### src/pkg/tdmssp_pkg.sv
// package: constants and types shared by the serial voice/data port
package tdmssp_pkg;
    typedef logic [7:0] tdmssp_byte_t;
    typedef enum logic {SS_IDLE, SS_SLOT} tdmssp_slot_t;

    // control port addresses of the channel data registers
    localparam tdmssp_byte_t C_CHAN_ADDR = 8'h14;
    localparam tdmssp_byte_t D_CHAN_ADDR = 8'h15;
    // values after power-on reset; the two transmit values also after software reset
    localparam tdmssp_byte_t C_TX_RESET = 8'hFF;
    localparam tdmssp_byte_t D_TX_RESET = 8'hFF;
    localparam tdmssp_byte_t RX_RESET = 8'h00;
    // quiet byte sent in a strobed slot with no transmit path
    localparam tdmssp_byte_t QUIET_CODE = 8'hFF;
    // frame slot positions
    localparam logic [4:0] SLOT_D = 5'h00;
    localparam logic [4:0] SLOT_C = 5'h01;
    localparam logic [4:0] SLOT_B1 = 5'h02;
    localparam logic [4:0] SLOT_B2 = 5'h03;
    // d channel pacing: last frame of a byte, bits per frame, interrupt bit cell
    localparam logic [2:0] D_FAST_LAST_FRAME = 3'h3;
    localparam logic [2:0] D_SLOW_LAST_FRAME = 3'h7;
    localparam logic [2:0] D_FAST_BITS = 3'h2;
    localparam logic [2:0] D_SLOW_BITS = 3'h1;
    localparam logic [2:0] D_FAST_IRQ_BIT = 3'h2;
    localparam logic [2:0] D_SLOW_IRQ_BIT = 3'h1;
    // regenerated bit clock: master clock cycles per bit, minus one, and half
    localparam logic [4:0] ASYNC_LAST_128 = 5'h1F;
    localparam logic [4:0] ASYNC_HALF_128 = 5'h10;
    localparam logic [4:0] ASYNC_LAST_256 = 5'h0F;
    localparam logic [4:0] ASYNC_HALF_256 = 5'h08;
    // synchroniser reset levels: din, strobe, frame pulse (idle high), clock
    localparam logic [3:0] SYNC_RESET = 4'h2;
endpackage

### src/pkg/tdmssp_tim_if.sv
// interface: synchronised link timing from the edge finder to the port logic
`timescale 1ns/1ps
interface tdmssp_tim_if;
    logic mclk_rise;
    logic mclk_fall;
    logic fp_low;
    logic stb;
    logic stb_rise;
    logic din;
    logic bit_rise;
    logic bit_fall;
    modport gen (output mclk_rise, mclk_fall, fp_low, stb, stb_rise, din, bit_rise, bit_fall);
    modport sink (input mclk_rise, mclk_fall, fp_low, stb, stb_rise, din, bit_rise, bit_fall);
endinterface

### src/tdmssp_clk_gen.sv
// edge finder, pin synchronisers and regenerated bit clock for strobed mode
`timescale 1ns/1ps
module tdmssp_clk_gen #(
    parameter int SYNC_STAGES = 2
) (
    input wire logic sys_clk,
    input wire logic nrst,
    input wire logic master_clock_in,
    input wire logic frame_pulse_input,
    input wire logic slot_strobe,
    input wire logic tdm_serial_in,
    input wire logic async_select,
    input wire logic bit_rate_select_hi,
    input wire logic bit_rate_select_lo,
    tdmssp_tim_if.gen tim
);
    import tdmssp_pkg::*;

    logic [3:0] pin_raw;
    logic [3:0] pin_sync;
    logic mclk_prev_q;
    logic mclk_prev_d;
    logic stb_prev_q;
    logic stb_prev_d;
    logic [4:0] div_q;
    logic [4:0] div_d;
    logic [4:0] div_last;
    logic [4:0] div_half;
    logic mclk_rise;
    logic mclk_fall;
    logic stb_rise;
    logic fast_rate;

    if (SYNC_STAGES < 2) begin : g_bad_sync
        $error("SYNC_STAGES must be at least 2");
    end

    assign pin_raw = {tdm_serial_in, slot_strobe, frame_pulse_input, master_clock_in};

    // two-flop synchroniser per pin, only the last stage is read
    for (genvar i = 0; i < 4; i++) begin : g_sync
        logic [SYNC_STAGES-1:0] chain_q;
        always_ff @(posedge sys_clk or negedge nrst) begin
            if (!nrst) begin
                chain_q <= {SYNC_STAGES{SYNC_RESET[i]}};
            end else begin
                chain_q <= {chain_q[SYNC_STAGES-2:0], pin_raw[i]};
            end
        end
        assign pin_sync[i] = chain_q[SYNC_STAGES-1];
    end

    assign mclk_rise = pin_sync[0] && !mclk_prev_q;
    assign mclk_fall = !pin_sync[0] && mclk_prev_q;
    assign stb_rise = pin_sync[2] && !stb_prev_q;
    assign fast_rate = bit_rate_select_lo || bit_rate_select_hi;
    assign div_last = fast_rate ? ASYNC_LAST_256 : ASYNC_LAST_128;
    assign div_half = fast_rate ? ASYNC_HALF_256 : ASYNC_HALF_128;

    // edge history and divider, re-aligned to every strobe
    always_comb begin
        mclk_prev_d = pin_sync[0];
        stb_prev_d = pin_sync[2];
        div_d = div_q;
        if (stb_rise) begin
            div_d = 5'h00;
        end else if (mclk_rise) begin
            div_d = (div_q >= div_last) ? 5'h00 : div_q + 5'h01;
        end
    end

    always_ff @(posedge sys_clk or negedge nrst) begin
        if (!nrst) begin
            mclk_prev_q <= 1'b0;
            stb_prev_q <= 1'b0;
            div_q <= 5'h00;
        end else begin
            mclk_prev_q <= mclk_prev_d;
            stb_prev_q <= stb_prev_d;
            div_q <= div_d;
        end
    end

    // direct bit clock at 512 kHz and up, regenerated one below that
    assign tim.mclk_rise = mclk_rise;
    assign tim.mclk_fall = mclk_fall;
    assign tim.fp_low = !pin_sync[1];
    assign tim.stb = pin_sync[2];
    assign tim.stb_rise = stb_rise;
    assign tim.din = pin_sync[3];
    assign tim.bit_rise = async_select ? (mclk_rise && div_q == 5'h00) : mclk_rise;
    assign tim.bit_fall = async_select ? (mclk_rise && div_q == div_half) : mclk_fall;
endmodule

### src/tdmssp_port.sv
// serial voice/data port: 32-slot tdm frame mode and strobed single-slot mode
// Function
// tdm mode: d channel bits gather into and send from one 8-bit register
// d channel disabled: still receive, but tri-state d slot and interrupt
// slow rate bit: one d bit per frame, else two bits per frame
// fast rate read gives four di-bits, oldest frame in the top di-bit
// fast rate written byte goes out over next four frames, top di-bit first
// without a new write the d transmit byte is sent again and again
// d transmit register resets to all ones on either reset
// interrupt every 4th frame at bit cell 3, slow: every 8th at cell 2
// interrupt removed by d register access or next frame pulse, earlier wins
// processor must finish its d register access before next frame pulse
// c channel enabled: send c register in slot 1, msb first, resets to ones
// received c channel byte always stored, enable or not
// c channel disabled: c slot output held tri-stated
// slots 2 and 3 carry b1 and b2, tx and rx pick independently
// tdm: b slot without valid transmit path is tri-stated
// tdm: receive select bit picks b1 or b2 for the receive path
// strobed mode: one strobe-defined slot, c, d and b select have no effect
// async and rate bits set the strobed bit rate
// 512 kHz and up use bit clock directly, slower regenerate from master
// sync strobed: sample on falling, launch on rising, inside slot only
// strobed output tri-stated without strobe, quiet code with no tx path
// no frame delay synchronous, exactly one frame delay asynchronous
// tdm frame: 32 slots of 8 bits, slot 0 after frame pulse is d
// tdm: sample at 3/4 of bit cell, launch at start of cell
// frame starts on low frame pulse at a falling clock edge
// interrupt active low, held from assertion until a removal event
`timescale 1ns/1ps
module tdmssp_port #(
    parameter tdmssp_pkg::tdmssp_byte_t QUIET_BYTE = tdmssp_pkg::QUIET_CODE
) (
    input wire logic sys_clk,
    input wire logic nrst,
    input wire logic soft_reset,
    input wire logic strobed_serial_mode,
    input wire logic d_channel_enable,
    input wire logic c_channel_enable,
    input wire logic d_channel_slow_rate,
    input wire logic receive_b_channel_select,
    input wire logic async_select,
    input wire logic bit_rate_select_hi,
    input wire logic bit_rate_select_lo,
    input wire logic tx_path_valid,
    input wire logic tx_b_channel_select,
    input wire logic rx_path_valid,
    input wire tdmssp_pkg::tdmssp_byte_t tx_voice_byte,
    output tdmssp_pkg::tdmssp_byte_t rx_voice_byte,
    output logic rx_voice_valid,
    input wire tdmssp_pkg::tdmssp_byte_t reg_addr,
    input wire tdmssp_pkg::tdmssp_byte_t reg_wdata,
    input wire logic reg_wr,
    input wire logic reg_rd,
    output tdmssp_pkg::tdmssp_byte_t reg_rdata,
    input wire logic master_clock_in,
    input wire logic frame_pulse_input,
    input wire logic slot_strobe,
    input wire logic tdm_serial_in,
    output logic tdm_serial_out,
    output logic tdm_serial_out_oe,
    output logic d_channel_irq_n,
    output logic d_channel_irq_oe
);
    import tdmssp_pkg::*;

    tdmssp_tim_if tim ();

    tdmssp_clk_gen u_clk_gen (
        .sys_clk(sys_clk),
        .nrst(nrst),
        .master_clock_in(master_clock_in),
        .frame_pulse_input(frame_pulse_input),
        .slot_strobe(slot_strobe),
        .tdm_serial_in(tdm_serial_in),
        .async_select(async_select),
        .bit_rate_select_hi(bit_rate_select_hi),
        .bit_rate_select_lo(bit_rate_select_lo),
        .tim(tim)
    );

    // register group
    tdmssp_byte_t c_tx_q, c_tx_d, d_tx_q, d_tx_d, rdata_q, rdata_d;
    // tdm group
    logic [8:0] hcnt_q, hcnt_d, lcnt;
    logic [2:0] fcnt_q, fcnt_d;
    tdmssp_byte_t d_rx_q, d_rx_d, d_sh_q, d_sh_d, d_cur;
    tdmssp_byte_t c_sh_q, c_sh_d, c_rx_q, c_rx_d, b_sh_q, b_sh_d, b_tx_q, b_tx_d;
    logic irq_n_q, irq_n_d, irq_set;
    logic frame_start, t_launch, t_sample, t_bit, t_oe, t_deliver;
    tdmssp_byte_t t_rxb;
    logic [4:0] l_slot, s_slot;
    logic [2:0] l_pos, s_pos, f_last, irq_pos, d_bits;
    logic d_access;
    // strobed group
    tdmssp_slot_t ss_q, ss_d;
    logic [2:0] scnt_q, scnt_d;
    tdmssp_byte_t s_tx_q, s_tx_d, s_next_q, s_next_d, s_sh_q, s_sh_d, s_hold_q, s_hold_d;
    tdmssp_byte_t s_cur, s_byte, s_rxb;
    logic s_launch, s_bit, s_deliver;
    // output group
    logic dout_q, dout_d, oe_q, oe_d, irq_oe_q, irq_oe_d, rxv_q, rxv_d;
    tdmssp_byte_t rxb_q, rxb_d;

    assign d_access = (reg_wr || reg_rd) && (reg_addr == D_CHAN_ADDR);

    // control port writes, reads and software reset
    always_comb begin
        c_tx_d = c_tx_q;
        d_tx_d = d_tx_q;
        rdata_d = rdata_q;
        if (soft_reset) begin
            c_tx_d = C_TX_RESET;
            d_tx_d = D_TX_RESET;
        end else if (reg_wr) begin
            if (reg_addr == C_CHAN_ADDR) begin
                c_tx_d = reg_wdata;
            end
            if (reg_addr == D_CHAN_ADDR) begin
                d_tx_d = reg_wdata;
            end
        end
        if (reg_rd) begin
            case (reg_addr)
                C_CHAN_ADDR: rdata_d = c_rx_q;
                D_CHAN_ADDR: rdata_d = d_rx_q;
                default: rdata_d = 8'h00;
            endcase
        end
    end

    always_ff @(posedge sys_clk or negedge nrst) begin
        if (!nrst) begin
            c_tx_q <= C_TX_RESET;
            d_tx_q <= D_TX_RESET;
            rdata_q <= 8'h00;
        end else begin
            c_tx_q <= c_tx_d;
            d_tx_q <= d_tx_d;
            rdata_q <= rdata_d;
        end
    end

    // tdm frame timing: half-bit counter on falling clock edges
    assign frame_start = !strobed_serial_mode && tim.mclk_fall && tim.fp_low;
    assign lcnt = frame_start ? 9'h000 : hcnt_q + 9'h001;
    assign t_launch = !strobed_serial_mode && tim.mclk_fall && !lcnt[0];
    assign t_sample = !strobed_serial_mode && tim.mclk_rise && hcnt_q[0];
    assign l_slot = lcnt[8:4];
    assign l_pos = lcnt[3:1];
    assign s_slot = hcnt_q[8:4];
    assign s_pos = hcnt_q[3:1];
    assign f_last = d_channel_slow_rate ? D_SLOW_LAST_FRAME : D_FAST_LAST_FRAME;
    assign irq_pos = d_channel_slow_rate ? D_SLOW_IRQ_BIT : D_FAST_IRQ_BIT;
    assign d_bits = d_channel_slow_rate ? D_SLOW_BITS : D_FAST_BITS;
    assign irq_set = t_launch && l_slot == SLOT_D && l_pos == irq_pos && fcnt_q == f_last;

    // tdm slot engine: d, c and b channels
    always_comb begin
        hcnt_d = hcnt_q;
        fcnt_d = fcnt_q;
        d_rx_d = d_rx_q;
        d_sh_d = d_sh_q;
        c_sh_d = c_sh_q;
        c_rx_d = c_rx_q;
        b_sh_d = b_sh_q;
        b_tx_d = b_tx_q;
        irq_n_d = irq_n_q;
        t_bit = 1'b1;
        t_oe = 1'b0;
        t_deliver = 1'b0;
        t_rxb = b_sh_q;
        // first frame of a new byte reloads from the transmit register
        d_cur = (frame_start && fcnt_q >= f_last) ? d_tx_q : d_sh_q;
        if (!strobed_serial_mode && tim.mclk_fall) begin
            hcnt_d = lcnt;
            if (frame_start) begin
                fcnt_d = (fcnt_q >= f_last) ? 3'h0 : fcnt_q + 3'h1;
                b_tx_d = tx_voice_byte;
            end
        end
        if (t_launch) begin
            case (l_slot)
                SLOT_D: begin
                    if (l_pos < d_bits) begin
                        t_bit = d_cur[7];
                        t_oe = d_channel_enable;
                        d_sh_d = {d_cur[6:0], 1'b1};
                    end
                end
                SLOT_C: begin
                    t_bit = c_tx_q[3'h7 - l_pos];
                    t_oe = c_channel_enable;
                end
                SLOT_B1, SLOT_B2: begin
                    // low slot bit tells b1 from b2
                    t_bit = b_tx_q[3'h7 - l_pos];
                    t_oe = tx_path_valid && (l_slot[0] == tx_b_channel_select);
                end
                default: t_oe = 1'b0;
            endcase
        end
        if (t_sample) begin
            case (s_slot)
                SLOT_D: begin
                    if (s_pos < d_bits) begin
                        d_rx_d = {d_rx_q[6:0], tim.din};
                    end
                end
                SLOT_C: begin
                    c_sh_d = {c_sh_q[6:0], tim.din};
                    if (s_pos == 3'h7) begin
                        c_rx_d = {c_sh_q[6:0], tim.din};
                    end
                end
                SLOT_B1, SLOT_B2: begin
                    if (rx_path_valid && (s_slot[0] == receive_b_channel_select)) begin
                        b_sh_d = {b_sh_q[6:0], tim.din};
                        if (s_pos == 3'h7) begin
                            t_rxb = {b_sh_q[6:0], tim.din};
                            t_deliver = 1'b1;
                        end
                    end
                end
                default: t_rxb = b_sh_q;
            endcase
        end
        // interrupt: setting wins over removal in the same cycle
        if (irq_set) begin
            irq_n_d = 1'b0;
        end else if (frame_start || d_access) begin
            irq_n_d = 1'b1;
        end
    end

    always_ff @(posedge sys_clk or negedge nrst) begin
        if (!nrst) begin
            hcnt_q <= 9'h000;
            fcnt_q <= 3'h0;
            d_rx_q <= RX_RESET;
            d_sh_q <= D_TX_RESET;
            c_sh_q <= RX_RESET;
            c_rx_q <= RX_RESET;
            b_sh_q <= RX_RESET;
            b_tx_q <= QUIET_BYTE;
            irq_n_q <= 1'b1;
        end else begin
            hcnt_q <= hcnt_d;
            fcnt_q <= fcnt_d;
            d_rx_q <= d_rx_d;
            d_sh_q <= d_sh_d;
            c_sh_q <= c_sh_d;
            c_rx_q <= c_rx_d;
            b_sh_q <= b_sh_d;
            b_tx_q <= b_tx_d;
            irq_n_q <= irq_n_d;
        end
    end

    assign s_byte = tx_path_valid ? tx_voice_byte : QUIET_BYTE;

    // strobed slot engine: one 8-bit slot per strobe
    always_comb begin
        ss_d = ss_q;
        scnt_d = scnt_q;
        s_tx_d = s_tx_q;
        s_next_d = s_next_q;
        s_sh_d = s_sh_q;
        s_hold_d = s_hold_q;
        s_launch = 1'b0;
        s_bit = 1'b1;
        s_deliver = 1'b0;
        s_rxb = s_hold_q;
        s_cur = s_tx_q;
        if (!strobed_serial_mode || !tim.stb) begin
            ss_d = SS_IDLE;
        end else begin
            if (tim.stb_rise) begin
                ss_d = SS_SLOT;
                scnt_d = 3'h0;
                // async sends last frame's byte and hands over last frame's capture
                s_cur = async_select ? s_next_q : s_byte;
                s_tx_d = s_cur;
                s_next_d = s_byte;
                s_deliver = async_select;
            end
            if (tim.bit_rise && (ss_q == SS_SLOT || tim.stb_rise)) begin
                s_launch = 1'b1;
                s_bit = s_cur[3'h7 - (tim.stb_rise ? 3'h0 : scnt_q)];
            end
            if (tim.bit_fall && ss_q == SS_SLOT) begin
                s_sh_d = {s_sh_q[6:0], tim.din};
                scnt_d = scnt_q + 3'h1;
                if (scnt_q == 3'h7) begin
                    ss_d = SS_IDLE;
                    if (async_select) begin
                        s_hold_d = {s_sh_q[6:0], tim.din};
                    end else begin
                        s_rxb = {s_sh_q[6:0], tim.din};
                        s_deliver = 1'b1;
                    end
                end
            end
        end
    end

    always_ff @(posedge sys_clk or negedge nrst) begin
        if (!nrst) begin
            ss_q <= SS_IDLE;
            scnt_q <= 3'h0;
            s_tx_q <= QUIET_BYTE;
            s_next_q <= QUIET_BYTE;
            s_sh_q <= RX_RESET;
            s_hold_q <= QUIET_BYTE;
        end else begin
            ss_q <= ss_d;
            scnt_q <= scnt_d;
            s_tx_q <= s_tx_d;
            s_next_q <= s_next_d;
            s_sh_q <= s_sh_d;
            s_hold_q <= s_hold_d;
        end
    end

    // pin and voice outputs, selected by mode
    always_comb begin
        dout_d = dout_q;
        oe_d = oe_q;
        rxb_d = rxb_q;
        rxv_d = 1'b0;
        irq_oe_d = d_channel_enable && !strobed_serial_mode;
        if (strobed_serial_mode) begin
            if (!tim.stb) begin
                oe_d = 1'b0;
            end else if (s_launch) begin
                dout_d = s_bit;
                oe_d = 1'b1;
            end
            if (s_deliver) begin
                rxb_d = s_rxb;
                rxv_d = 1'b1;
            end
        end else begin
            if (t_launch) begin
                dout_d = t_bit;
                oe_d = t_oe;
            end
            if (t_deliver) begin
                rxb_d = t_rxb;
                rxv_d = 1'b1;
            end
        end
    end

    always_ff @(posedge sys_clk or negedge nrst) begin
        if (!nrst) begin
            dout_q <= 1'b1;
            oe_q <= 1'b0;
            irq_oe_q <= 1'b0;
            rxb_q <= RX_RESET;
            rxv_q <= 1'b0;
        end else begin
            dout_q <= dout_d;
            oe_q <= oe_d;
            irq_oe_q <= irq_oe_d;
            rxb_q <= rxb_d;
            rxv_q <= rxv_d;
        end
    end

    assign tdm_serial_out = dout_q;
    assign tdm_serial_out_oe = oe_q;
    assign d_channel_irq_n = irq_n_q;
    assign d_channel_irq_oe = irq_oe_q;
    assign rx_voice_byte = rxb_q;
    assign rx_voice_valid = rxv_q;
    assign reg_rdata = rdata_q;
endmodule

### config.mk
export PLATFORM = sky130hd
export DESIGN_NAME = tdmssp_port
export DESIGN_NICKNAME = d
export VERILOG_FILES = /design/src/pkg/tdmssp_pkg.sv /design/src/pkg/tdmssp_tim_if.sv /design/src/tdmssp_clk_gen.sv /design/src/tdmssp_port.sv
export SDC_FILE = /design/constraint.sdc
export NUM_CORES = 1
export LEC_CHECK = 0
export ABC_CLOCK_PERIOD_IN_PS = 3000
export CORE_MARGIN = 1.5
export CORE_UTILIZATION = 61
export DETAILED_ROUTE_END_ITERATION = 10
export DONT_BUFFER_PORTS = 1
export GPL_ROUTABILITY_DRIVEN = 1
export GPL_TIMING_DRIVEN = 0
export PLACE_DENSITY = 0.8
export REMOVE_ABC_BUFFERS = 1
export SKIP_LAST_GASP = 1
export SLEW_MARGIN = 10
export SYNTH_ARGS = -nofsm -noshare
export SYNTH_HDL_FRONTEND = slang
export SYNTH_SLANG_ARGS = --single-unit
### constraint.sdc
create_clock -name sys_clk -period 3 [get_ports sys_clk]
set_input_delay 0.6 -clock sys_clk [delete_from_list [all_inputs] [get_ports sys_clk]]
set_output_delay 0.6 -clock sys_clk [all_outputs]
set_load 0.01 [all_outputs]
**Word level (Yosys, flattened, before mapping)**

Index checks and enable logic that the tools add are counted.

- Word-level logic and storage cells: 196
- Bits of input ports: 44
- Output and inout port bits: 21
- Register bits: 145

- Add/sub/neg operators: 6
- Bitwise operators: 1
- Order comparisons: 6
- Mux-type cells: 76
- Eq/ne operators: 19
- Reduce and logical (&&, ||, !) cells: 58

Operators with widths:

| operator | number |
|---|---|
| 2-to-1 mux 8 bit | 22 |
| 2-to-1 mux 1 bit | 37 |
| 2-to-1 mux 5 bit | 5 |
| == test 5 x 2 -> 1 bit (second input constant) | 4 |
| logical AND 1 bit | 20 |
| == test 8 x 5 -> 1 bit (second input constant) | 2 |
| case mux 8 bit (2 select lines) | 1 |
| AND reduction 2 bit | 8 |
| zero test 5 bit | 3 |
| AND reduction 3 bit | 5 |
| nonzero test 2 bit | 7 |
| 2-to-1 mux 3 bit | 4 |
| == test 5 x 1 -> 1 bit (second input constant) | 2 |
| adder 9 x 1 -> 9 bit (second input constant) | 1 |
| binary-select mux 1 bit (select 3 bit) | 3 |
| 2-to-1 mux 9 bit | 1 |
| less-than comparator 3 x 4 -> 1 bit (second input constant) | 2 |
| zero test 1 bit | 7 |
| adder 3 x 1 -> 3 bit (second input constant) | 2 |
| == test 3 bit (second input constant) | 2 |
| less-than comparator 3 x 2 -> 1 bit | 2 |
| inequality test 2 x 1 -> 1 bit (second input constant) | 3 |
| case mux 1 bit (3 select lines) | 2 |
| subtractor 3 bit (first input constant) | 2 |
| other kinds (13) | 19 |

**Depth between registers and ports, before layout**

Gate-level depths: netlist of the first run.

- Word-level depth: 11
- Gate-level depth with buffers: 10
- Mapped depth without buffers: 9

**Hierarchy**

A second synthesis of the first run with hierarchy kept.

- Cells, all modules: 651
- Area total of the unflattened synthesis: 7050.5 µm²

By module, submodules not included:

| module | instances | area each (µm²) | sequential area each (µm²) | cells each |
|---|---|---|---|---|
| tdmssp_port | 1 | 6379.9 | 3324.4 | 592 |
| tdmssp_clk_gen | 1 | 670.6 | 377.9 | 59 |

**Worst setup path after synthesis of the first run**

OpenSTA, ideal clock, no wires.

- Kind: in2reg
- Start: input strobed_serial_mode
- End: register dout_q, in the netlist tdm_serial_out
- Arrival time: 2.694 ns
- Setup time: 0.102 ns
- Setup slack: 0.204 ns
- Required time: 2.898 ns
- Stages: 7
- Path buffers: 0
- Cells stage by stage: or4b_2 and2_0 ha_1 nor2b_1 or4_1 a221oi_1 a31oi_1

- Longest elaborated chain between the ends: 10
- Elaborated cells between the ends (all ways): 32
- Classes of those cells: 1 x add/sub; 1 x order compare; 5 x eq/ne; 14 x mux; 11 x reduce/logical

RTL lines:

| what | line | text |
|---|---|---|
| start: declaration | tdmssp_port.sv:36 | `input wire logic strobed_serial_mode,` |
| zero test 1 bit (*) | tdmssp_port.sv:144 | `assign frame_start = !strobed_serial_mode && tim.mclk_fall && tim.fp_low;` |
| logical AND 1 bit (*) (2 in series) | tdmssp_port.sv:144 |  |
| 2-to-1 mux 9 bit (*) | tdmssp_port.sv:145 | `assign lcnt = frame_start ? 9'h000 : hcnt_q + 9'h001;` |
| named net lcnt[2] | tdmssp_port.sv:84 | `logic [8:0] hcnt_q, hcnt_d, lcnt;` |
| subtractor 3 bit | tdmssp_port.sv:191, tdmssp_port.sv:196 |  |
| binary-select mux 1 bit (select 3 bit), on equally long branches | tdmssp_port.sv:196, tdmssp_port.sv:191 |  |
| 2-to-1 mux 1 bit, on equally long branches | tdmssp_port.sv:196, tdmssp_port.sv:191 |  |
| case mux 1 bit (3 select lines) (*) | tdmssp_port.sv:182 | `case (l_slot)` |
| 2-to-1 mux 1 bit (*) | tdmssp_port.sv:343 | `if (t_launch) begin` |
| 2-to-1 mux 1 bit (*) | tdmssp_port.sv:331 | `if (strobed_serial_mode) begin` |
| end signal: assignment | tdmssp_port.sv:362 | `dout_q <= dout_d;` |
| end: declaration | tdmssp_port.sv:101 | `logic dout_q, dout_d, oe_q, oe_d, irq_oe_q, irq_oe_d, rxv_q, rxv_d;` |

Mark *: on every way through the listed nets, which the timed path passes. The rest lies on a longest branch. The select of a mux whose other input is x is not followed.
A chain may end at the register's enable or synchronous reset.

**Worst setup path after layout of the first run**

- Start: register u_clk_gen.g_sync[0].chain_q[1]
- End: register dout_q, in the netlist tdm_serial_out

- Longest elaborated chain between the ends: 11
- Elaborated cells between the ends (all ways): 37
- Classes of those cells: 1 x add/sub; 1 x order compare; 4 x eq/ne; 17 x mux; 14 x reduce/logical

RTL lines:

| what | line | text |
|---|---|---|
| start: declaration | tdmssp_clk_gen.sv:42 | `logic [SYNC_STAGES-1:0] chain_q;` |
| start signal: assignment | tdmssp_clk_gen.sv:45 | `chain_q <= {SYNC_STAGES{SYNC_RESET[i]}};` |
| start signal: assignment | tdmssp_clk_gen.sv:47 | `chain_q <= {chain_q[SYNC_STAGES-2:0], pin_raw[i]};` |
| zero test 1 bit (*) | tdmssp_clk_gen.sv:54 | `assign mclk_fall = !pin_sync[0] && mclk_prev_q;` |
| logical AND 1 bit (*) | tdmssp_clk_gen.sv:54 |  |
| logical AND 1 bit (*) (2 in series) | tdmssp_port.sv:144 |  |
| 2-to-1 mux 9 bit (*) | tdmssp_port.sv:145 |  |
| named net lcnt[2] | tdmssp_port.sv:84 |  |
| subtractor 3 bit | tdmssp_port.sv:191, tdmssp_port.sv:196 |  |
| binary-select mux 1 bit (select 3 bit), on equally long branches | tdmssp_port.sv:196, tdmssp_port.sv:191 |  |
| 2-to-1 mux 1 bit, on equally long branches | tdmssp_port.sv:196, tdmssp_port.sv:191 |  |
| case mux 1 bit (3 select lines) (*) | tdmssp_port.sv:182 |  |
| 2-to-1 mux 1 bit (*) | tdmssp_port.sv:343 |  |
| 2-to-1 mux 1 bit (*) | tdmssp_port.sv:331 |  |

Marks and branches as above.

==> results.toml, run 1 <==
[outcome]
status = "finished, final reports clean"

[detailed_routing]
firstDrtPassIters = 4
wl_per_cell_um = 16.9
ant_nets = 0
drt-initial-drc-count = 269
drc_errors = 0
routed_wl_mm = 13.6
viasPerCell = 5.91
via_count = 4773

[synthesis]
syn_inst = 661
synthTopCellsByArea = "dfrtp_1 31%, dfstp_2 22%, mux2_2 12%"
ys_warn_count = 0
avgSynthCellArea_um2 = 10.7
synthArstFlopShare_pct = 100
yosys.area_share.simple_pct = 14.6
synth_adder_area_share_pct = 1.95
synth_area_um2 = 7050
synth_compound_gate_area_share_pct = 11.0
synth_top_family_by_area = "multiplexers"
yosysTopAreaCell = "dfrtp_1"
yosysSeqAreaShare_pct = 52.5
synth_edf_count = 0
muxShareOfSynthArea_pct = 15.1
synth-xor-area-share_pct = 1.12
synth_seq_cells = 145
synth_cell_types = 56
synthFlopType = "dfrtp_1"
yosys.area.top_type_share_pct = 30.5

[grt]
antenna_found_initial = 0
grt_max_degree = 87
grt_overflow_total = 0
grt_pass1_wl_mm = 23.3
grt_pass1_vias = 4915
grt_usage_pct = 23.8

[sta]
final.setup.worst_slack_ns = 0.0728
clock.fmax_ghz = 0.342
skew_ns = 0.00603
rsz0062_at_grt = "false"
hold_violations = 0
slew_headroom_pct = 41.6
setup_viol = 0
slew_violations = 0
worst_pin_slew_ns = 0.872
fin_crit_ns = 2.93
period_share_pct = 97.6

[critical_path]
critPathTopFamily = "simple AND/OR/NAND/NOR gates"
cp.arrival_ns = 3.25
crit_type = "reg2reg"
reg2regPathDepth = 7
critPathBufInv = 0
rr_startpoint = "u_clk_gen.g_sync[0].chain_q[1]$_DFF_PN0_"
crit_fanout = 23
timing.rr.end = "tdm_serial_out$_DFFE_PN1P_"
worst-endpoint-required_ns = 3.32
start_kind = "flop"
r2r_slack_ns = 0.07
cpPeakStageDelay_ns = 0.69
worstPathCellList = "or4b_4, and2_0, ha_1, nor2b_1, or4_1, a221oi_1, a31oi_1"
cp_slowest_cell = "or4b_4"
cp-end-kind = "flop"

[power]
vdd_drop_max_uv = 518
p_int_mw = 3.81
clockPowerShare_pct = 38.7
seq_power_share_pct = 47.0
switching_share_pct = 26.0
power.combinational.fraction_pct = 14.3
power_density_nw_per_um2 = 668
p_leak_nw = 3.47
power.switching_mw = 1.34

[cells_and_area]
finalNetCount = 706
mostFrequentLayoutCell = "nand2_1"
area_delta_synth_final_pct = 9.39
layout_common_cells = "102 x nand2_1, 85 x dfrtp_1, 77 x mux2_2, 59 x dfstp_2, 50 x o21ai_0"
fin_cells = 807
nFillCells = 852
drive_above_1_share_pct = 27.6
antenna_cells = 0

[placement]
dp.cells = 774
port_buffers = 0
hpwlAfterDp_mm = 8.90
dp_slack_ns = -0.354
gp_congestion = 0.826

[clock_network]
cts_buffers = 17
cts_max_level = 4
cts_tree = "built"
cts_setup_buffers = 0
clock_path_buffers = 2
cts_root_buf = "clkbuf_16"
clk_latency_ns = 0.42
clk_pin_slew_ns = 0.06
cts.sinks = 145

[die]
die_w_um = 110
fp.dieH_um = 110
design.die.area_um2 = 12200
start_util_pct = 62.2
io_pins = 65
row_count = 39
coreArea_um2 = 11300

[flow_run]
maxCapViolations = 0

[worst_hold_path]
worstHoldPathType = "in2async"
==> routing by layer <==
layer | track usage, % | part of all wire, % | vias up
met1 | 29.7 | 43 | 2358
met2 | 38.8 | 50 | 103
met4 | 10.5 | 2.3 | 0
met3 | 6.81 | 4.8 | 23
li1 | - | - | 2289
met5 | 0 | 0 | -
==> kinds of logic after synthesis <==
family / after synthesis
and+or+nand+nor: 213
DFF: 145
AOI/OAI and AO/OA: 125
muxes: 95
buffers and inverters: 63
adders and majority gates: 11
xor gates and xnor gates: 9
==> worst max-delay path by stage <==
stage | cells after the start | from | slack [ns] | to
after floorplan | 7 | strobed_serial_mode | 0.008 | tdm_serial_out$_DFFE_PN1P_
after global placement | 7 | strobed_serial_mode | -0.25 | tdm_serial_out$_DFFE_PN1P_
after detailed placement | 7 | strobed_serial_mode | -0.35 | tdm_serial_out$_DFFE_PN1P_
after CTS | 8 | hcnt_q[0]$_DFFE_PN0N_ | -0.05 | tdm_serial_out$_DFFE_PN1P_
after global routing | 8 | scnt_q[0]$_DFFE_PN0P_ | 0.005 | rx_voice_byte[0]$_DFFE_PN0P_
final | 7 | u_clk_gen.g_sync[0].chain_q[1]$_DFF_PN0_ | 0.07 | tdm_serial_out$_DFFE_PN1P_
==> state kept, by name (all words and copies together), names as in the netlist, 3 cells and up <==
name / cells
scnt_q: 3
b_tx_q: 8
reg_rdata: 8
b_sh_q: 8
c_sh_q: 7
u_clk_gen.div_q: 5
d_tx_q: 8
s_hold_q: 8
d_sh_q: 7
fcnt_q: 3
c_tx_q: 8
s_sh_q: 7
hcnt_q: 9
s_tx_q: 8
u_clk_gen.g_sync.chain_q: 8
c_rx_q: 8
d_rx_q: 8
rx_voice_byte: 8
s_next_q: 8
==> worst reg2reg max path, cell delays in order (launching register included) <==
cell and delay [ns]:
dfrtp_1 0.46, or4b_4 0.69, and2_0 0.29, ha_1 0.32, nor2b_1 0.16, or4_1 0.43, a221oi_1 0.35, a31oi_1 0.14
==> what timing repair did <==
| item | in CTS | in global routing |
|---|---|---|
| endpoints found under the setup margin | 9 | 16 |
| hold endpoints to repair | 86 | 0 |
| hold buffers | 1 | 0 |
| gates resized for setup | 2 | 5 |
==> cell usage after synthesis (all sizes together), types with 16 or more instances <==
cell type / number
nor2b: 24
dfrtp: 86
clkbuf: 26
o21ai: 51
nor2: 27
a21oi: 19
a211o: 16
dfstp: 59
inv: 32
nand2: 102
nand3: 19
mux2: 78
mux2i: 16
==> final cells by class <==
class	instances	area, um^2	share of cell area (%)
multi-input combinational	453	3120	40.5
sequential	145	3700	48.1
timing repair buffer	2	35.0	0.455
inverter	32	120	1.56
clock inverter	8	90.1	1.17
tap	143	179	2.32
clock buffer	24	462	5.99
==> through the flow <==
| step | power [mW] | utilization [%] | setup TNS [ns] | area (um^2) | hold slack (ns) |
|---|---|---|---|---|---|
| 2_1_floorplan | 2.96 | - | 0 | 6910 | 0.304 |
| 3_3_place_gp | 3.09 | 62.6 | -2.64 | 7090 | 0.308 |
| 3_5_place_dp | 3.15 | 62.8 | -2.77 | 7110 | 0.308 |
| 4_1_cts | 5.17 | 67.9 | -0.0455 | 7690 | 0.00645 |
| 5_1_grt | 5.39 | 68.1 | 0 | 7710 | 0.00943 |
| 6_report | 5.15 | 68.1 | 0 | 7710 | 0.0228 |
==> power by group through the flow <==
stage / logic [mW] / clock network (mW) / registers [mW]
after detailed placement: 0.702 / 0 / 2.44
after floorplan: 0.569 / 0 / 2.39
after CTS: 0.738 / 2.02 / 2.42
final: 0.739 / 1.99 / 2.42
after global routing: 0.840 / 2.10 / 2.45
after global placement: 0.665 / 0 / 2.43
Power figures use the tool's default switching activity.
==> run 2: changes to the inputs <==
- ABC_AREA: unset -> 1
- SYNTH_HIERARCHICAL: unset -> 1
==> results.toml, run 2 <==
[cells_and_area]
finalNetCount = 899
largest_register_ffs = 9
mostFrequentLayoutCell = "nand2_1"
utilization_pct = 68.3
drive_above_1_share_pct = 15.5
area_delta_synth_final_pct = 9.92
fin_cells = 1000
top_register = "hcnt_q"
layout_common_cells = "207 x nand2_1, 99 x o21ai_0, 97 x inv_1, 87 x nor2_1, 85 x dfrtp_1"
antenna_cells = 0

[grt]
grt_overflow_total = 0
grt_pass1_wl_mm = 26.7
antenna_found_initial = 0
grt_usage_pct = 26.8
grt_max_degree = 86
grt_pass1_vias = 5674

[power]
power.switching_mw = 1.63
p_leak_nw = 3.63
seq_power_share_pct = 44.5
clockPowerShare_pct = 39.0
vdd_drop_max_uv = 896
switching_share_pct = 28.8
power.combinational.fraction_pct = 16.5
power_density_nw_per_um2 = 729
power.total_mw = 5.66
p_int_mw = 4.03

[detailed_routing]
wl_per_cell_um = 15.6
firstDrtPassIters = 5
highest_layer = "met4"
wl_met3_um = 951
viasPerCell = 5.74
met1_length_mm = 6.75
via_count = 5738
ant_nets = 0
routed_wl_mm = 15.6
met2_length_mm = 7.53
drc_errors = 0
drt-initial-drc-count = 549

[synthesis]
synthTopCellsByArea = "dfrtp_1 30%, dfstp_2 22%, nand2_1 11%"
synth_cell_types = 46
synth_area_um2 = 7070
synthArstFlopShare_pct = 100
syn_inst = 851
synth_edf_count = 0
post-synth-top-count-cell = "nand2_1"
yosysSeqAreaShare_pct = 52.0
yosys.area.top_type_share_pct = 30.1
synth_seq_cells = 144
yosysTopAreaCell = "dfrtp_1"
avgSynthCellArea_um2 = 8.30
ys_warn_count = 6
synth_commonest_cells = "207 x nand2_1, 99 x o21ai_0, 97 x inv_1, 87 x nor2_1, 85 x dfrtp_1"
synthFlopType = "dfrtp_1"

[die]
fp.dieH_um = 111
coreArea_um2 = 11400
row_count = 39
io_pins = 65
start_util_pct = 62.2
design.die.area_um2 = 12200
die_w_um = 111

[sta]
tns_ns = 0
worst_pin_slew_ns = 0.995
clock.fmax_ghz = 0.364
slew_violations = 0
rsz0062_at_grt = "false"
hold_violations = 0
setup_viol = 0
fin_crit_ns = 2.74
slew_headroom_pct = 33.4
skew_ns = 0.00937
period_share_pct = 91.5

[clock_network]
cts_root_buf = "clkbuf_16"
cts.sinks = 144
clock_path_buffers = 2
cts_tree = "built"
clk_pin_slew_ns = 0.06
cts_buffers = 17
clk_latency_ns = 0.42
cts_max_level = 4
cts_setup_buffers = 0

[critical_path]
cp.arrival_ns = 3.10
crit_type = "reg2reg"
start_kind = "flop"
crit_fanout = 36
cp-end-kind = "flop"
worst-endpoint-required_ns = 3.35

[placement]
port_buffers = 0
dp.cells = 967
gp_congestion = 0.883
hpwlAfterDp_mm = 10.5

[worst_hold_path]
worstHoldPathType = "in2async"

[flow_run]
maxCapViolations = 0

[outcome]
status = "finished, final reports clean"
## run 2: power groups by stage
stage          clock (mW)  sequential [mW]  combinational, mW
6_report             2.21             2.52              0.935
5_1_grt              2.33             2.55               1.07
4_1_cts              2.24             2.51              0.932
3_5_place_dp            0             2.54              0.894
3_3_place_gp            0             2.52              0.856
2_1_floorplan           0             2.47              0.716
## run 2: worst paths after layout
check	start	endpoint	slack (ns)	depth (start not counted)
setup / recovery	u_clk_gen/g_sync[0].chain_q[1]$_DFF_PN0_	tdm_serial_out$_DFFE_PN1P_	0.26	13
max in group asynchronous	nrst	c_rx_q[4]$_DFFE_PN0P_	2.57	1
hold reg to reg	u_clk_gen/g_sync[2].chain_q[0]$_DFF_PN0_	u_clk_gen/g_sync[2].chain_q[1]$_DFF_PN0_	0.35	0
hold / removal	nrst	s_tx_q[5]$_DFFE_PN1P_	0.02	0
setup reg to reg	u_clk_gen/g_sync[0].chain_q[1]$_DFF_PN0_	tdm_serial_out$_DFFE_PN1P_	0.26	13
min in group sys_clk	frame_pulse_input	u_clk_gen/g_sync[1].chain_q[0]$_DFF_PN1_	0.17	0
## run 2: cells by family after synthesis
group	after synthesis	share of synthesized area, %
buffers and inverters	129	7.42
XOR/XNOR	3	0.372
AND/OR/NAND/NOR	402	25.0
flip-flops	144	52.0
AO/OA/AOI/OAI	154	11.9
multiplexers	8	1.27
adder cells (fa/ha/maj)	11	1.95
## run 2: timing repair
action                     CTS  global route
hold endpoints to repair    85             0
setup endpoints to repair    0             8
resized for setup            0             2
hold buffers                 1             0
## run 2: cell type report
class                   count  area (um^2)
well taps                 143          179
clock inverters            13          188
inverters                 102          385
repair buffers              1         27.5
flip-flops and latches    144         3680
clock buffers              19          433
fillers                   895         3600
multi-input cells         578         2880
## run 2: worst max-delay path, cell delays in order, from the launching register on
cell and delay, ns:
dfrtp_1 0.41, nor2_1 0.24, nand3_4 0.36, inv_2 0.31, nor2_1 0.16, ha_1 0.32
a21oi_1 0.18, nand2_2 0.15, nor2_1 0.18, nor2_1 0.06, nor2_1 0.08, nand3_1 0.09
nand2_1 0.07, nand2_1 0.05
## run 2: through the flow
step	hold slack (ns)	area [um^2]	setup slack [ns]
2_1_floorplan	0.304	6930	0.305
3_3_place_gp	0.311	7110	-0.226
3_5_place_dp	0.310	7110	-0.317
4_1_cts	0.00575	7750	0.109
5_1_grt	0.00451	7770	0.0549
6_report	0.0230	7770	0.255
## run 2: per-layer routing
layer | vias to the layer above | track usage, %
met2 | 196 | 43.0
met5 | - | 0
li1 | 2754 | -
met3 | 32 | 6.64
met1 | 2756 | 35.2
met4 | 0 | 11.1
==> run 3: changes to the inputs <==
- ABC_AREA: 1 -> 0
==> results.toml, run 3 <==
[synthesis]
syn_inst = 651
synth_edf_count = 0
synth_adder_area_share_pct = 1.95
synth_area_um2 = 7050
synth-xor-area-share_pct = 0.870
synth_commonest_cells = "104 x nand2_1, 86 x dfrtp_1, 66 x mux2_2, 59 x dfstp_2, 34 x o21ai_0"
synth_seq_cells = 145
synth_cell_types = 68
yosys.area.top_type_share_pct = 30.5
ys_warn_count = 6
synth_top_family_by_area = "simple AND/OR/NAND/NOR gates"
yosysSeqAreaShare_pct = 52.5
post-synth-top-count-cell = "nand2_1"
yosys.area_share.simple_pct = 15.6
muxShareOfSynthArea_pct = 14.6
synthTopCellsByArea = "dfrtp_1 31%, dfstp_2 22%, mux2_2 11%"
synthArstFlopShare_pct = 100
yosysTopAreaCell = "dfrtp_1"
synth_compound_gate_area_share_pct = 11.0
synthFlopType = "dfrtp_1"
avgSynthCellArea_um2 = 10.8

[die]
io_pins = 65
start_util_pct = 62.3
die_w_um = 111
design.die.area_um2 = 12200
row_count = 39
coreArea_um2 = 11300
fp.dieH_um = 111

[critical_path]
cpPeakStageDelay_ns = 0.43
cp.arrival_ns = 3.14
cp.depth = 11
cp_slowest_cell = "dfrtp_1"
reg2regPathDepth = 11
start_kind = "flop"
crit_type = "reg2reg"
worst-endpoint-required_ns = 3.35
critPathTopFamily = "simple AND/OR/NAND/NOR gates"
crit_start = "u_clk_gen/g_sync[0].chain_q[1]$_DFF_PN0_"
rr_startpoint = "u_clk_gen/g_sync[0].chain_q[1]$_DFF_PN0_"
crit_fanout = 7
worstPathCellList = "nand2b_1, inv_1, nand3b_1, buf_4, nand2_1, ha_1, inv_1, a21oi_1, nor4b_4, buf_4, mux2_2"
cp-end-kind = "flop"
critPathBufInv = 4

[placement]
dp_slack_ns = -0.931
hpwlAfterDp_mm = 9.24
gp_congestion = 0.852
dpl_cell_area_um2 = 7070
port_buffers = 0
dp.cells = 759

[cells_and_area]
fin_area_um2 = 7700
mostFrequentLayoutCell = "nand2_1"
finalNetCount = 700
largest_register_ffs = 9
top_register = "hcnt_q"
antenna_cells = 0
utilization_pct = 68.0
drive_above_1_share_pct = 26.7
nFillCells = 856
area_delta_synth_final_pct = 9.19
seq_area_um2 = 3700
layout_common_cells = "104 x nand2_1, 84 x dfrtp_1, 66 x mux2_2, 59 x dfstp_2, 34 x o21ai_0"
multi_input_area_um2 = 3130
fin_cells = 801

[sta]
tns_ns = 0
clock.fmax_ghz = 0.358
final.setup.worst_slack_ns = 0.211
hold_violations = 0
setup_viol = 0
rsz0062_at_grt = "false"
period_share_pct = 93.0
fin_crit_ns = 2.79
slew_violations = 0
worst_pin_slew_ns = 1.01
skew_ns = 0.00480
holdWs_ns = 0.0255
slew_headroom_pct = 32.1

[grt]
grt_pass1_vias = 4991
grt_pass1_wl_mm = 23.9
grt_usage_pct = 24.4
grt_max_degree = 87
antenna_found_initial = 0
grt_overflow_total = 0

[detailed_routing]
via_count = 4877
drc_errors = 0
wl_per_cell_um = 17.9
ant_nets = 0
firstDrtPassIters = 4
drt-initial-drc-count = 276
routed_wl_mm = 14.3
viasPerCell = 6.09

[clock_network]
cts_root_buf = "clkbuf_16"
clk_latency_ns = 0.42
cts_buffers = 17
clock_path_buffers = 2
cts_tree = "built"
cts_max_level = 4
cts.sinks = 145
clk_pin_slew_ns = 0.06

[worst_hold_path]
worstHoldPathType = "in2async"

[power]
power_density_nw_per_um2 = 673
power.total_mw = 5.18
p_leak_nw = 3.39
vdd_drop_max_uv = 492

[outcome]
status = "finished, final reports clean"

[flow_run]
maxCapViolations = 0
==> run 3: cell count changes after synthesis, sizes merged, moves of 16 or more <==
cell,delta
mux2,+58
inv,-78
nor2b,+19
mux2i,+22
nand3,-44
nand2b,+16
o21ai,-64
nor2,-67
nand2,-116
==> run 3: power by group <==
part	switching [mW]	total, mW	internal (mW)
clock	0.754	1.85	1.09
sequential	0.223	2.49	2.27
combinational	0.438	0.842	0.404
total	1.41	5.18	3.76
==> run 3: cells by family (layout without fill, tap and decap cells) <==
kind of cell	count (synthesis)	after routing
AND/OR/NAND/NOR	219	220
flip-flops	145	145
AO/OA/AOI/OAI	120	120
multiplexers	91	91
buffers and inverters	58	64
adder cells (fa/ha/maj)	11	11
XOR/XNOR	7	7
==> run 3: metal layers <==
layer	part of all wire, %	vias to the layer above	GRT usage, %	wire length, um
li1	-	2292	-	-
met1	43	2420	30.2	6210
met2	49	135	40.7	7040
met3	5.3	30	7.14	766
met4	2.3	0	8.89	324
met5	0	-	0	0
==> run 3: final timing paths <==
check	to	slack [ns]
min	s_tx_q[6]$_DFFE_PN1P_	0.03
min in group sys_clk	u_clk_gen/g_sync[1].chain_q[0]$_DFF_PN1_	0.17
max in group asynchronous	hcnt_q[1]$_DFFE_PN0N_	2.54
max	d_sh_q[7]$_DFFE_PN1P_	0.21
max reg2reg	d_sh_q[7]$_DFFE_PN1P_	0.21
min reg2reg	u_clk_gen/g_sync[3].chain_q[1]$_DFF_PN0_	0.35
==> run 3: cell type report <==
class / count / share of cell area, %
Multi-Input combinational cell: 449 / 40.6
Tap cell: 143 / 2.32
Sequential cell: 145 / 48.1
Clock inverter: 5 / 0.390
Timing Repair Buffer: 9 / 1.14
Inverter: 23 / 1.12
Clock buffer: 27 / 6.27
==> run 3: what timing repair did <==
action / 4_1_cts / 5_1_grt
hold buffers: 1 / 0
hold endpoints to repair: 86 / 0
gates cloned: 1 / 0
pin swaps: 1 / 1
resized for setup: 1 / 5
setup endpoints to repair: 17 / 16
buffers inserted: 3 / 5
